File: config.mk
export PLATFORM = sky130hd
export DESIGN_NAME = frpoc_top
export DESIGN_NICKNAME = d
export VERILOG_FILES = /design/src/core/frpoc_pkg.sv /design/src/core/frpoc_timer.sv /design/src/core/frpoc_top.sv
export SDC_FILE = /design/constraint.sdc
export NUM_CORES = 1
export LEC_CHECK = 0
export ABC_AREA = 1
export BUFFER_PORTS_ARGS = -buffer_cell sky130_fd_sc_hd__buf_4
export CAP_MARGIN = 10
export CORE_MARGIN = 2
export CORE_UTILIZATION = 50
export CTS_CLUSTER_DIAMETER = 150
export DETAILED_ROUTE_END_ITERATION = 6
export PLACE_DENSITY = 0.82
export SYNTH_ARGS = -nofsm -noshare
export SYNTH_HDL_FRONTEND = slang
export SYNTH_SLANG_ARGS = --single-unit
File: constraint.sdc
create_clock -name CLK -period 1.7 [get_ports CLK]
set_input_delay 0.085 -clock CLK [delete_from_list [all_inputs] [get_ports CLK]]
set_output_delay 0.085 -clock CLK [all_outputs]
set_load 0.05 [all_outputs]
File: src/core/frpoc_pkg.sv
package frpoc_pkg;

	// clock and time base
	localparam int unsigned CLK_PERIOD_PS = 5000;
	localparam int unsigned CYC_PER_US = 1000000 / CLK_PERIOD_PS;
	localparam int unsigned CYC_PER_MS = 1000 * CYC_PER_US;

	// times as printed, in their own units
	localparam int unsigned RESET_LOW_PULSE_MIN_US = 10;
	localparam int unsigned RESET_TO_SELECT_DELAY_US = 10;
	localparam int unsigned POWER_ON_RESET_RECOVERY_US = 35;
	localparam int unsigned REC_DECODE_US = 40;
	localparam int unsigned REC_READ_US = 35;
	localparam int unsigned REC_PROGRAM_US = 310;
	localparam int unsigned REC_SMALL_SECTOR_MS = 12;
	localparam int unsigned REC_BLOCK_MS = 25;
	localparam int unsigned REC_CHIP_MS = 100;
	localparam int unsigned REC_STATUS_WRITE_MS = 40;
	localparam int unsigned SUPPLY_TO_SELECT_DELAY_US = 100;

	// the same times in clock cycles
	localparam int unsigned RESET_LOW_PULSE_MIN_CYC = RESET_LOW_PULSE_MIN_US * CYC_PER_US;
	localparam int unsigned RESET_TO_SELECT_DELAY_CYC = RESET_TO_SELECT_DELAY_US * CYC_PER_US;
	localparam int unsigned POWER_ON_RESET_RECOVERY_CYC = POWER_ON_RESET_RECOVERY_US * CYC_PER_US;
	localparam int unsigned REC_DECODE_CYC = REC_DECODE_US * CYC_PER_US;
	localparam int unsigned REC_READ_CYC = REC_READ_US * CYC_PER_US;
	localparam int unsigned REC_PROGRAM_CYC = REC_PROGRAM_US * CYC_PER_US;
	localparam int unsigned REC_SMALL_SECTOR_CYC = REC_SMALL_SECTOR_MS * CYC_PER_MS;
	localparam int unsigned REC_BLOCK_CYC = REC_BLOCK_MS * CYC_PER_MS;
	localparam int unsigned REC_CHIP_CYC = REC_CHIP_MS * CYC_PER_MS;
	localparam int unsigned REC_STATUS_WRITE_CYC = REC_STATUS_WRITE_MS * CYC_PER_MS;
	localparam int unsigned SUPPLY_TO_SELECT_DELAY_CYC = SUPPLY_TO_SELECT_DELAY_US * CYC_PER_US;

	// timer width covers the longest recovery
	localparam int unsigned TMR_W = 25;
	typedef logic [TMR_W-1:0] frpoc_cnt_t;

	// register map
	localparam int unsigned ADDR_W = 8;
	localparam logic [7:0] REG_CTRL = 8'h00;
	localparam logic [7:0] REG_STATUS = 8'h04;
	localparam logic [7:0] REG_RST_COUNT = 8'h08;
	localparam int unsigned CTRL_FORCE_BIT = 0;
	localparam int unsigned STAT_STATE_LSB = 0;
	localparam int unsigned STAT_KIND_LSB = 4;
	localparam int unsigned STAT_SHORT_BIT = 8;
	localparam int unsigned STAT_EARLY_BIT = 9;
	localparam int unsigned STAT_READY_BIT = 10;
	localparam int unsigned RST_COUNT_W = 16;
	localparam logic [1:0] HTRANS_NONSEQ = 2'h2;
	localparam logic HRESP_OKAY = 1'h0;

	typedef enum logic [2:0] {ST_POR, ST_POWERUP, ST_READY, ST_RESET, ST_RECOVER} frpoc_state_t;

	typedef enum logic [3:0] {
		K_IDLE, K_DECODE, K_READ, K_PROGRAM, K_SMALL_ERASE,
		K_HALF_BLOCK, K_LARGE_BLOCK, K_CHIP_ERASE, K_STATUS_WRITE
	} frpoc_kind_t;

	// operation in progress, reported by the flash core
	typedef struct packed {
		logic erase_suspended;
		frpoc_kind_t suspended_kind;
		frpoc_kind_t kind;
	} frpoc_op_t;

	// controls handed to the flash core
	typedef struct packed {
		logic core_rst;
		logic abort;
		logic so_allow;
		logic low_power;
		logic read_ok;
		logic write_ok;
	} frpoc_ctl_t;

endpackage

File: src/core/frpoc_timer.sv
`timescale 1ns/1ps
module frpoc_timer (
	// clock and reset
	input wire logic clk,
	input wire logic rst,
	// load and status
	input wire logic load,
	input wire frpoc_pkg::frpoc_cnt_t load_val,
	output logic done
);
	frpoc_pkg::frpoc_cnt_t cnt_q;

	// counts down to zero, reload wins
	always_ff @(posedge clk) begin
		if (rst) begin
			cnt_q <= '0;
		end else if (load) begin
			cnt_q <= load_val;
		end else if (cnt_q != '0) begin
			cnt_q <= cnt_q - 1'b1;
		end
	end

	assign done = (cnt_q == '0) & ~load;
endmodule // frpoc_timer

File: src/core/frpoc_top.sv
// How it works
// - reset low ten microseconds is full reset
// - after reset: standby, volatile bits cleared, 3-byte
// - reset aborts running program or erase
// - during reset output off, minimal activity
// - recovery 40/35/310 us by interrupted operation
// - erase recovery 12, 25, 100 ms
// - status write 40 ms, power-on 35 us
// - suspended erase sets the recovery time
// - power-up enters standby, write latch cleared
// - below supply threshold logic held, commands ignored
// - reads accepted after start-up delay
`timescale 1ns/1ps
module frpoc_top #(
	parameter int unsigned POR_REC_CYC = frpoc_pkg::POWER_ON_RESET_RECOVERY_CYC,
	parameter int unsigned REC_DECODE_CYC = frpoc_pkg::REC_DECODE_CYC,
	parameter int unsigned REC_READ_CYC = frpoc_pkg::REC_READ_CYC,
	parameter int unsigned REC_PROGRAM_CYC = frpoc_pkg::REC_PROGRAM_CYC,
	parameter int unsigned REC_SMALL_CYC = frpoc_pkg::REC_SMALL_SECTOR_CYC,
	parameter int unsigned REC_BLOCK_CYC = frpoc_pkg::REC_BLOCK_CYC,
	parameter int unsigned REC_CHIP_CYC = frpoc_pkg::REC_CHIP_CYC,
	parameter int unsigned REC_STATUS_CYC = frpoc_pkg::REC_STATUS_WRITE_CYC,
	parameter int unsigned SUPPLY_SEL_CYC = frpoc_pkg::SUPPLY_TO_SELECT_DELAY_CYC
) (
	// clock and reset
	input wire logic CLK,
	input wire logic SYS_RST,
	// pins
	input wire logic RESET_N,
	input wire logic CS_N,
	input wire logic SUPPLY_OK,
	// flash core
	input wire frpoc_pkg::frpoc_op_t OP_STAT,
	output frpoc_pkg::frpoc_ctl_t CTL,
	// ahb-lite slave
	input wire logic HSEL,
	input wire logic [31:0] HADDR,
	input wire logic [1:0] HTRANS,
	input wire logic HWRITE,
	input wire logic [2:0] HSIZE,
	input wire logic [31:0] HWDATA,
	input wire logic HREADY,
	output logic [31:0] HRDATA,
	output logic HREADYOUT,
	output logic HRESP
);
	frpoc_pkg::frpoc_state_t state_q;
	frpoc_pkg::frpoc_kind_t kind_q;
	logic [2:0] sync1_q;
	logic [2:0] sync2_q;
	logic rst_pin_low;
	logic cs_low;
	logic supply_ok_s;
	logic rst_low;
	logic rst_low_q;
	logic ctrl_force_q;
	logic short_q;
	logic early_q;
	logic abort_q;
	logic [frpoc_pkg::RST_COUNT_W-1:0] rst_cnt_q;
	logic pulse_load;
	logic pulse_done;
	logic tmr_load;
	frpoc_pkg::frpoc_cnt_t tmr_val;
	logic tmr_done;
	frpoc_pkg::frpoc_cnt_t req_cyc;
	frpoc_pkg::frpoc_cnt_t elapsed_q;
	logic enter_rst;
	logic ap_take;
	logic wr_pend_q;
	logic [frpoc_pkg::ADDR_W-1:0] wr_addr_q;
	logic [31:0] hrdata_q;
	logic short_set;
	logic early_set;

	// recovery length for an interrupted operation
	function automatic frpoc_pkg::frpoc_cnt_t rec_cycles(input frpoc_pkg::frpoc_kind_t k);
		case (k)
			frpoc_pkg::K_DECODE: rec_cycles = frpoc_pkg::frpoc_cnt_t'(REC_DECODE_CYC);
			frpoc_pkg::K_READ: rec_cycles = frpoc_pkg::frpoc_cnt_t'(REC_READ_CYC);
			frpoc_pkg::K_PROGRAM: rec_cycles = frpoc_pkg::frpoc_cnt_t'(REC_PROGRAM_CYC);
			frpoc_pkg::K_SMALL_ERASE: rec_cycles = frpoc_pkg::frpoc_cnt_t'(REC_SMALL_CYC);
			frpoc_pkg::K_HALF_BLOCK: rec_cycles = frpoc_pkg::frpoc_cnt_t'(REC_BLOCK_CYC);
			frpoc_pkg::K_LARGE_BLOCK: rec_cycles = frpoc_pkg::frpoc_cnt_t'(REC_BLOCK_CYC);
			frpoc_pkg::K_CHIP_ERASE: rec_cycles = frpoc_pkg::frpoc_cnt_t'(REC_CHIP_CYC);
			frpoc_pkg::K_STATUS_WRITE: rec_cycles = frpoc_pkg::frpoc_cnt_t'(REC_STATUS_CYC);
			default: rec_cycles = frpoc_pkg::frpoc_cnt_t'(POR_REC_CYC);
		endcase
	endfunction

	// a suspended erase decides the recovery class
	function automatic frpoc_pkg::frpoc_kind_t eff_kind(input frpoc_pkg::frpoc_op_t op);
		eff_kind = op.erase_suspended ? op.suspended_kind : op.kind;
	endfunction

	// operations that change the array or status bits
	function automatic logic destructive(input frpoc_pkg::frpoc_kind_t k);
		destructive = (k == frpoc_pkg::K_PROGRAM) || (k == frpoc_pkg::K_SMALL_ERASE) ||
			(k == frpoc_pkg::K_HALF_BLOCK) || (k == frpoc_pkg::K_LARGE_BLOCK) ||
			(k == frpoc_pkg::K_CHIP_ERASE) || (k == frpoc_pkg::K_STATUS_WRITE);
	endfunction

	// pin synchronisers: reset, select, supply
	always_ff @(posedge CLK) begin
		if (SYS_RST) begin
			sync1_q <= 3'h3;
			sync2_q <= 3'h3;
		end else begin
			sync1_q <= {SUPPLY_OK, CS_N, RESET_N};
			sync2_q <= sync1_q;
		end
	end

	assign rst_pin_low = ~sync2_q[0];
	assign cs_low = ~sync2_q[1];
	assign supply_ok_s = sync2_q[2];
	assign rst_low = rst_pin_low | ctrl_force_q;

	// reset pulse width meter
	always_ff @(posedge CLK) begin
		if (SYS_RST) begin
			rst_low_q <= 1'h0;
		end else begin
			rst_low_q <= rst_low;
		end
	end

	assign pulse_load = rst_low & ~rst_low_q;

	frpoc_timer u_pulse (
		.clk(CLK),
		.rst(SYS_RST),
		.load(pulse_load),
		.load_val(frpoc_pkg::frpoc_cnt_t'(frpoc_pkg::RESET_LOW_PULSE_MIN_CYC - 1)),
		.done(pulse_done)
	);

	// start-up and recovery timer
	assign enter_rst = supply_ok_s & rst_low &
		((state_q == frpoc_pkg::ST_READY) || (state_q == frpoc_pkg::ST_POWERUP) ||
		(state_q == frpoc_pkg::ST_RECOVER));
	assign req_cyc = rec_cycles(kind_q);

	always_comb begin
		tmr_load = 1'h0;
		tmr_val = req_cyc;
		if ((state_q == frpoc_pkg::ST_POR) && supply_ok_s) begin
			tmr_load = 1'h1;
			tmr_val = frpoc_pkg::frpoc_cnt_t'(SUPPLY_SEL_CYC);
		end else if ((state_q == frpoc_pkg::ST_RESET) && supply_ok_s && !rst_low) begin
			tmr_load = 1'h1;
		end
	end

	frpoc_timer u_rec (
		.clk(CLK),
		.rst(SYS_RST),
		.load(tmr_load),
		.load_val(tmr_val),
		.done(tmr_done)
	);

	// state sequence
	always_ff @(posedge CLK) begin
		if (SYS_RST) begin
			state_q <= frpoc_pkg::ST_POR;
		end else if (!supply_ok_s) begin
			state_q <= frpoc_pkg::ST_POR;
		end else begin
			case (state_q)
				frpoc_pkg::ST_POR: begin
					state_q <= frpoc_pkg::ST_POWERUP;
				end
				frpoc_pkg::ST_POWERUP: begin
					if (rst_low) begin
						state_q <= frpoc_pkg::ST_RESET;
					end else if (tmr_done) begin
						state_q <= frpoc_pkg::ST_READY;
					end
				end
				frpoc_pkg::ST_READY: begin
					if (rst_low) begin
						state_q <= frpoc_pkg::ST_RESET;
					end
				end
				frpoc_pkg::ST_RESET: begin
					if (!rst_low) begin
						state_q <= frpoc_pkg::ST_RECOVER;
					end
				end
				frpoc_pkg::ST_RECOVER: begin
					if (rst_low) begin
						state_q <= frpoc_pkg::ST_RESET;
					end else if (tmr_done) begin
						state_q <= frpoc_pkg::ST_READY;
					end
				end
				default: state_q <= frpoc_pkg::ST_POR;
			endcase
		end
	end

	// class of the interrupted operation
	always_ff @(posedge CLK) begin
		if (SYS_RST) begin
			kind_q <= frpoc_pkg::K_IDLE;
		end else if (enter_rst && (state_q == frpoc_pkg::ST_READY)) begin
			kind_q <= eff_kind(OP_STAT);
		end else if (enter_rst && (state_q == frpoc_pkg::ST_POWERUP)) begin
			kind_q <= frpoc_pkg::K_IDLE;
		end
	end

	// abort pulse for a running program or erase
	always_ff @(posedge CLK) begin
		if (SYS_RST) begin
			abort_q <= 1'h0;
		end else begin
			abort_q <= enter_rst && (state_q == frpoc_pkg::ST_READY) &&
				destructive(eff_kind(OP_STAT));
		end
	end

	// controls to the flash core
	always_comb begin
		CTL.core_rst = (state_q == frpoc_pkg::ST_POR) || (state_q == frpoc_pkg::ST_RESET);
		CTL.abort = abort_q;
		CTL.so_allow = !CTL.core_rst;
		CTL.low_power = CTL.core_rst;
		CTL.read_ok = (state_q == frpoc_pkg::ST_READY);
		CTL.write_ok = (state_q == frpoc_pkg::ST_READY);
	end

	// host timing faults seen at the pins
	assign short_set = (state_q == frpoc_pkg::ST_RESET) && !rst_low && !pulse_done;
	assign early_set = cs_low && ((state_q == frpoc_pkg::ST_POWERUP) ||
		(state_q == frpoc_pkg::ST_RESET) || (state_q == frpoc_pkg::ST_RECOVER));

	// ahb-lite slave, zero wait states
	assign ap_take = HSEL && HREADY && (HTRANS == frpoc_pkg::HTRANS_NONSEQ);
	assign HREADYOUT = 1'h1;
	assign HRESP = frpoc_pkg::HRESP_OKAY;
	assign HRDATA = hrdata_q;

	always_ff @(posedge CLK) begin
		if (SYS_RST) begin
			wr_pend_q <= 1'h0;
			wr_addr_q <= '0;
		end else begin
			wr_pend_q <= ap_take && HWRITE && (HADDR[31:frpoc_pkg::ADDR_W] == '0);
			wr_addr_q <= HADDR[frpoc_pkg::ADDR_W-1:0];
		end
	end

	always_ff @(posedge CLK) begin
		if (SYS_RST) begin
			hrdata_q <= 32'h0;
		end else if (ap_take && !HWRITE) begin
			hrdata_q <= 32'h0;
			if (HADDR[31:frpoc_pkg::ADDR_W] == '0) begin
				case (HADDR[frpoc_pkg::ADDR_W-1:0])
					frpoc_pkg::REG_CTRL: hrdata_q[frpoc_pkg::CTRL_FORCE_BIT] <= ctrl_force_q;
					frpoc_pkg::REG_STATUS: begin
						hrdata_q[frpoc_pkg::STAT_STATE_LSB +: 3] <= state_q;
						hrdata_q[frpoc_pkg::STAT_KIND_LSB +: 4] <= kind_q;
						hrdata_q[frpoc_pkg::STAT_SHORT_BIT] <= short_q;
						hrdata_q[frpoc_pkg::STAT_EARLY_BIT] <= early_q;
						hrdata_q[frpoc_pkg::STAT_READY_BIT] <= CTL.read_ok;
					end
					frpoc_pkg::REG_RST_COUNT: hrdata_q[frpoc_pkg::RST_COUNT_W-1:0] <= rst_cnt_q;
					default: hrdata_q <= 32'h0;
				endcase
			end
		end
	end

	// software reset request
	always_ff @(posedge CLK) begin
		if (SYS_RST) begin
			ctrl_force_q <= 1'h0;
		end else if (wr_pend_q && (wr_addr_q == frpoc_pkg::REG_CTRL)) begin
			ctrl_force_q <= HWDATA[frpoc_pkg::CTRL_FORCE_BIT];
		end
	end

	// sticky fault flags, write one to clear, set wins
	always_ff @(posedge CLK) begin
		if (SYS_RST) begin
			short_q <= 1'h0;
			early_q <= 1'h0;
		end else begin
			if (short_set) begin
				short_q <= 1'h1;
			end else if (wr_pend_q && (wr_addr_q == frpoc_pkg::REG_STATUS) &&
				HWDATA[frpoc_pkg::STAT_SHORT_BIT]) begin
				short_q <= 1'h0;
			end
			if (early_set) begin
				early_q <= 1'h1;
			end else if (wr_pend_q && (wr_addr_q == frpoc_pkg::REG_STATUS) &&
				HWDATA[frpoc_pkg::STAT_EARLY_BIT]) begin
				early_q <= 1'h0;
			end
		end
	end

	// count of resets taken
	always_ff @(posedge CLK) begin
		if (SYS_RST) begin
			rst_cnt_q <= '0;
		end else if (enter_rst) begin
			rst_cnt_q <= rst_cnt_q + 1'b1;
		end
	end

	// cycles spent in recovery, for checking
	always_ff @(posedge CLK) begin
		if (SYS_RST) begin
			elapsed_q <= '0;
		end else if (state_q == frpoc_pkg::ST_RECOVER) begin
			elapsed_q <= elapsed_q + 1'b1;
		end else begin
			elapsed_q <= '0;
		end
	end
endmodule // frpoc_top

==> results of run 1 <==
final cells by class:
cell class / count / area [µm²]
clock inverter: 9 / 155
inverter: 100 / 395
clock buffer: 23 / 479
fill: 960 / 3880
tap: 172 / 215
multi-input combinational: 718 / 3740
sequential: 126 / 2530
timing repair buffer: 168 / 1320
cells in the final DEF (no fill, tap or decap), types with 4 or more instances in the layout:
master,n
a21oi_1,72
a21oi_2,4
buf_4,149
buf_6,6
bufinv_16,4
clkbuf_1,4
clkbuf_16,18
conb_1,18
dfxtp_1,120
dfxtp_2,4
dlygate4sd3_1,13
ha_1,4
ha_4,5
inv_1,80
inv_2,13
nand2_1,203
nand2_2,21
nand2_4,7
nand3_1,82
nand3_2,5
nand3b_1,5
nand4_1,16
nor2_1,140
nor2_2,14
nor2_4,8
nor3_1,21
o21ai_0,19
o21ai_1,4
o21ai_2,4
or2_2,9
xnor2_1,13
xor2_1,18
registers in the layout, summed over array words and instances, names as in the netlist, 3 cells and up:
name	flops
u_pulse.cnt_q	25
u_rec.cnt_q	25
req_cyc	17
HRDATA	16
rst_cnt_q	16
wr_addr_q	8
kind_q	4
state_q	3
sync1_q	3
sync2_q	3
Yosys cell counts (11+ instances only):
cell      number
a21oi_1       75
nand3_1       87
nand2_1      223
nor2_1       157
dfxtp_1      126
nand4_1       16
nor3_1        22
xnor2_1       13
inv_1         92
buf_4         22
o21ai_0       23
xor2_1        18
clkbuf_1      11
worst max-delay path, delay by kind of cell, from the launching register on:
kind / cells / cell delay, ps
AND/OR/NAND/NOR: 5 / 520
flip-flops: 1 / 360
buffers and inverters: 4 / 310
adder cells (fa/ha/maj): 1 / 280
AO/OA/AOI/OAI: 1 / 160
stage by stage:
stage / setup WS, ps / util
finish: -34.7 / 0.695
detailed placement: -41.1 / 0.604
global placement: 23.5 / 0.604
global route: -102 / 0.695
CTS: 1.18 / 0.674
floorplan: -113 / -
report_power, final:
| part | total (mW) | internal, mW | switching, mW |
|---|---|---|---|
| logic | 5.64 | 2.18 | 3.47 |
| registers | 3.85 | 3.42 | 0.423 |
| clock network | 3.95 | 2.58 | 1.36 |
| total | 13.4 | 8.18 | 5.25 |
timing repair:
action / 4_1_cts / 5_1_grt
resized for setup: 27 / 73
endpoints found under the hold margin: 13 / 0
buffers inserted: 5 / 4
hold buffers: 13 / 0
pin swaps: 8 / 13
setup endpoints to repair: 13 / 70
kinds of logic after synthesis:
| group | count (synthesis) | synth area share |
|---|---|---|
| adders and majority gates | 10 | 0.0191 |
| AOI/OAI and AO/OA | 116 | 0.0943 |
| other | 2 | 0.00115 |
| and+or+nand+nor | 543 | 0.361 |
| buffers and inverters | 141 | 0.0977 |
| xor gates and xnor gates | 31 | 0.0415 |
| DFF | 126 | 0.386 |
per-layer routing:
metal / part of all wire / GRT usage
met3: 0.064 / 0.0555
met4: 0.026 / 0.0915
met2: 0.50 / 0.451
met5: 0 / 0
met1: 0.41 / 0.310
final timing paths:
check | to | slack, ps | cells past startpoint
hold / removal | wr_pend_q | 30 | 4
hold reg to reg | sync2_q[1] | 420 | 1
setup / recovery | req_cyc[10] | -30 | 11
setup reg to reg | req_cyc[10] | -30 | 11
==> impl_metrics.py, run 1 <==
metrics = {
    "drt": {
        "drt_iter0_markers": 455,
        "wl_per_cell_um": 14.1,
        "num_vias": 6881,
        "routed_wl_mm": 18.6,
        "postRouteAntennaNets": 0,
        "drt-pass1-iter-count": 6,
        "route.detailed.drc": 0,
        "post_drt_via_cell_ratio": 5.23,
    },
    "clock_network": {
        "clk_latency_ps": 430,
        "root_buffer": "clkbuf_16",
        "clock_path_buffers": 2,
        "htreeDepth": 4,
        "cts_tree": "yes",
        "clk_pin_slew_worst_paths_ps": 60,
        "clock-sinks": 126,
        "cts_buffers": 17,
    },
    "synth": {
        "synth-seq-area-share": 0.386,
        "synth_seq_cells": 126,
        "syn_avg_cell_area_um2": 6.75,
        "netlist.area_leader.share": 0.386,
        "syn_inst": 969,
        "netlist_area_um2": 6540,
        "ys.flop_type": "dfxtp_1",
        "synthArstFlopShare": 0,
        "synth-edff-count": 0,
        "yosysTopAreaCell": "dfxtp_1",
        "yosysWarnings": 0,
        "netlist_top_cells_area": "dfxtp_1 39%, nand2_1 13%, nor2_1 9.0%",
        "synth_cell_types": 43,
    },
    "critical_path": {
        "path_cells": "nor2_4, nand2_4, nor3_4, inv_2, o22ai_4, inv_2, ha_4, inv_4, nand2_4, buf_6, nand2_2",
        "worstSetupPathType": "reg2reg",
        "crit_slowest_cell": "dfxtp_4",
        "cp-start-kind": "flip-flop",
        "r2r_start": "state_q[2]",
        "critPathMaxFanout": 4,
        "end_kind": "flip-flop",
        "crit_required_ps": 2020,
        "cp.arrival_ps": 2050,
        "worst_path_largest_cell_delay_ps": 360,
        "startpoint": "state_q[2]",
    },
    "placed_design": {
        "dpl_cell_area_um2": 7690,
        "dp.cells": 1262,
        "gp_congestion": 0.936,
        "dp_hpwl_mm": 12.2,
        "port-buffer-count": 75,
    },
    "floorplanning": {
        "ios": 126,
        "dieArea_um2": 14000,
        "dieHeight_um": 118,
        "rows": 41,
        "core-area_um2": 12700,
        "start_util": 0.514,
        "die_w_um": 118,
    },
    "sta": {
        "final_hold_viol_count": 0,
        "fin_crit_ps": 1730,
        "hold_slack_ps": 28.4,
        "maxSlewHeadroom": 0.621,
        "rsz0062_at_grt": "yes",
        "fin_tns_setup_ps": -153,
        "skew_ps": 10.2,
        "worst_pin_slew_ps": 569,
        "setup_viol": 7,
        "clock.fmax_mhz": 576,
        "worst_slack_ps": -34.7,
        "drv_slew": 0,
        "fin_crit_sh": 1.02,
    },
    "final_layout": {
        "diodes": 0,
        "final_cells": 1316,
        "fin_area_um2": 8840,
        "drive_gt1_frac": 0.257,
        "nets": 1227,
        "syn2layout_area_growth_pct": 35.1,
    },
    "pwr": {
        "powerDensity_nw_per_um2": 1520,
        "p_leak_nw": 4.02,
        "power_mw": 13.4,
        "ir_drop_mv": 0.765,
    },
    "flow_run": {
        "maxCapViolCount": 0,
    },
    "hold_path": {
        "hp-start": "HTRANS[0]",
        "hp-class": "in2reg",
    },
    "grt": {
        "grt_pass1_wl_mm": 29.5,
        "grt_max_degree": 56,
        "grtUsageTotal": 0.257,
        "grt_antenna_before_repair": 0,
        "grt_pass1_vias": 6495,
        "grt.overflow.total": 0,
    },
    "status": {
        "outcome": "complete, but fails checks",
        "violations": "setup timing",
    },
}
(Power assumes the default switching activity.)
==> inputs of run 2 (changes only) <==
--- a/config.mk
+++ b/config.mk
@@ -12,7 +12,8 @@
 export CORE_UTILIZATION = 50
 export CTS_CLUSTER_DIAMETER = 150
 export DETAILED_ROUTE_END_ITERATION = 6
-export PLACE_DENSITY = 0.82
+export HOLD_SLACK_MARGIN = 0.06
+export PLACE_DENSITY = 0.79
 export SYNTH_ARGS = -nofsm -noshare
 export SYNTH_HDL_FRONTEND = slang
 export SYNTH_SLANG_ARGS = --single-unit
==> run 2 against run 1 <==
The flow still finishes with violations (setup timing). Power fell by 0.69%. Hold slack gained 38 ps. Clock power shrank 3%. Sequential cell count did not move. Die area stayed put.
==> impl_metrics.py, run 2 (synthesis results as in run 1) <==
metrics = {
    "status": {
        "outcome": "complete, but fails checks",
        "violations": "setup timing",
    },
    "flow_run": {
        "maxCapViolCount": 0,
    },
    "critical_path": {
        "cp.arrival_ps": 2080,
        "worst-path-buf-inv": 4,
        "crit_slowest_cell": "dfxtp_4",
        "r2r_start": "state_q[0]",
        "critPathMaxFanout": 4,
        "crit_required_ps": 2020,
        "end_kind": "flip-flop",
        "reg2reg_depth": 11,
        "worst_path_largest_cell_delay_ps": 360,
        "rrSetupSlack_ps": -60,
        "worstSetupPathType": "reg2reg",
        "path_cells": "nor2_4, nand2_4, nor3_4, inv_2, o22ai_4, inv_2, ha_4, inv_4, nand2_4, buf_6, nand2_2",
        "cp-start-kind": "flip-flop",
        "crit_family": "simple AND/OR/NAND/NOR gates",
        "r2r-end": "req_cyc[10]",
    },
    "floorplanning": {
        "rows": 41,
        "ios": 126,
        "core-area_um2": 12700,
        "dieArea_um2": 14000,
        "dieHeight_um": 118,
        "start_util": 0.514,
        "die_w_um": 118,
    },
    "sta": {
        "clock.fmax_mhz": 568,
        "hold_slack_ps": 66.7,
        "skew_ps": 13.8,
        "final_hold_viol_count": 0,
        "setup_viol": 9,
        "rsz0062_at_grt": "yes",
        "fin_crit_ps": 1760,
        "fin_tns_setup_ps": -347,
        "worst_slack_ps": -60.0,
        "drv_slew": 0,
        "fin_crit_sh": 1.04,
    },
    "placed_design": {
        "dp_hpwl_mm": 12.1,
        "dpl_cell_area_um2": 7740,
        "dp.cells": 1266,
        "dp_slack_ps": -53.2,
        "gp_congestion": 0.944,
        "port-buffer-count": 75,
    },
    "drt": {
        "post_drt_via_cell_ratio": 5.23,
        "drt_iter0_markers": 522,
        "postRouteAntennaNets": 0,
        "route.detailed.drc": 0,
        "wl_per_cell_um": 14.1,
        "num_vias": 6929,
        "routed_wl_mm": 18.7,
        "drt-pass1-iter-count": 5,
    },
    "pwr": {
        "ir_drop_mv": 0.743,
        "powerDensity_nw_per_um2": 1500,
        "p_leak_nw": 4.09,
        "power_mw": 13.3,
    },
    "final_layout": {
        "syn2layout_area_growth_pct": 36.3,
        "nets": 1236,
        "mostFrequentLayoutCell": "nand2_1",
        "fin_area_um2": 8910,
        "drive_gt1_frac": 0.262,
        "n_fill_cell": 961,
        "diodes": 0,
        "final_cells": 1325,
        "post-route-util": 0.701,
        "final_cell_mix": "204 x nand2_1, 154 x buf_4, 137 x nor2_1",
    },
    "grt": {
        "grtUsageTotal": 0.255,
        "grt.overflow.total": 0,
        "grt_antenna_before_repair": 0,
        "grt_pass1_vias": 6539,
        "grt_max_degree": 61,
        "grt_pass1_wl_mm": 29.4,
    },
    "hold_path": {
        "hp-class": "in2reg",
        "hold_path_end": "short_q",
        "min_path_cells": 4,
        "hp-start": "HWDATA[8]",
    },
    "clock_network": {
        "clk_pin_slew_worst_paths_ps": 60,
        "clock_path_buffers": 2,
        "htreeDepth": 4,
        "clk_latency_ps": 430,
        "cts_buffers": 17,
        "root_buffer": "clkbuf_16",
        "cts_tree": "yes",
        "clock-sinks": 126,
    },
}
==> run 2: cell count changes in the layout (fill, tap and decap cells not counted), moves of 3 or more <==
cell	delta
nor2_2	+5
inv_2	-3
dlygate4sd3_1	+3
inv_1	+3
buf_4	+5
nor2_1	-3
clkbuf_1	-4
clkinv_4	+3
dfxtp_2	-3
==> run 2: tightest hold or removal path: cells and delay by family <==
family	cells	cell delay, ps
AO/OA/AOI/OAI	2	210
buffers and inverters	2	170
==> run 2: layer usage <==
metal,track usage,part of all wire
met1,0.301,0.41
met2,0.456,0.50
met4,0.0952,0.029
met5,0,0
met3,0.0507,0.063
==> run 2: power breakdown <==
group,internal [mW],switching (mW),total [mW],leakage (nW)
Sequential,3.42,0.427,3.85,1.03
Combinational,2.21,3.45,5.66,2.76
Clock,2.43,1.40,3.83,0.307
Total,8.07,5.28,13.3,4.09
==> run 2: worst max-delay path by stage <==
stage | startpoint | to | slack [ps] | depth (start not counted)
after floorplan | state_q[2] | req_cyc[6] | -110 | 10
after global placement | state_q[1] | req_cyc[6] | 20 | 11
after detailed placement | state_q[2] | req_cyc[6] | -50 | 10
after CTS | state_q[2] | req_cyc[6] | -20 | 10
after global routing | state_q[0] | req_cyc[10] | -120 | 11
final | state_q[0] | req_cyc[10] | -60 | 11
==> run 2: cell type report <==
type	count	area, µm²	area share
multi-input combinational	718	3730	0.419
sequential	126	2540	0.285
timing repair buffer	177	1410	0.158
clock buffer	20	467	0.0524
inverter	100	397	0.0445
tap	172	215	0.0241
clock inverter	12	158	0.0177
==> run 2: what timing repair did <==
item                       CTS  global route
hold buffers                16             0
resized for setup           13            82
setup buffers                1            11
pin swaps                    3            22
setup endpoints to repair   12            64
cloned                       0             0
hold endpoints to repair    21             0
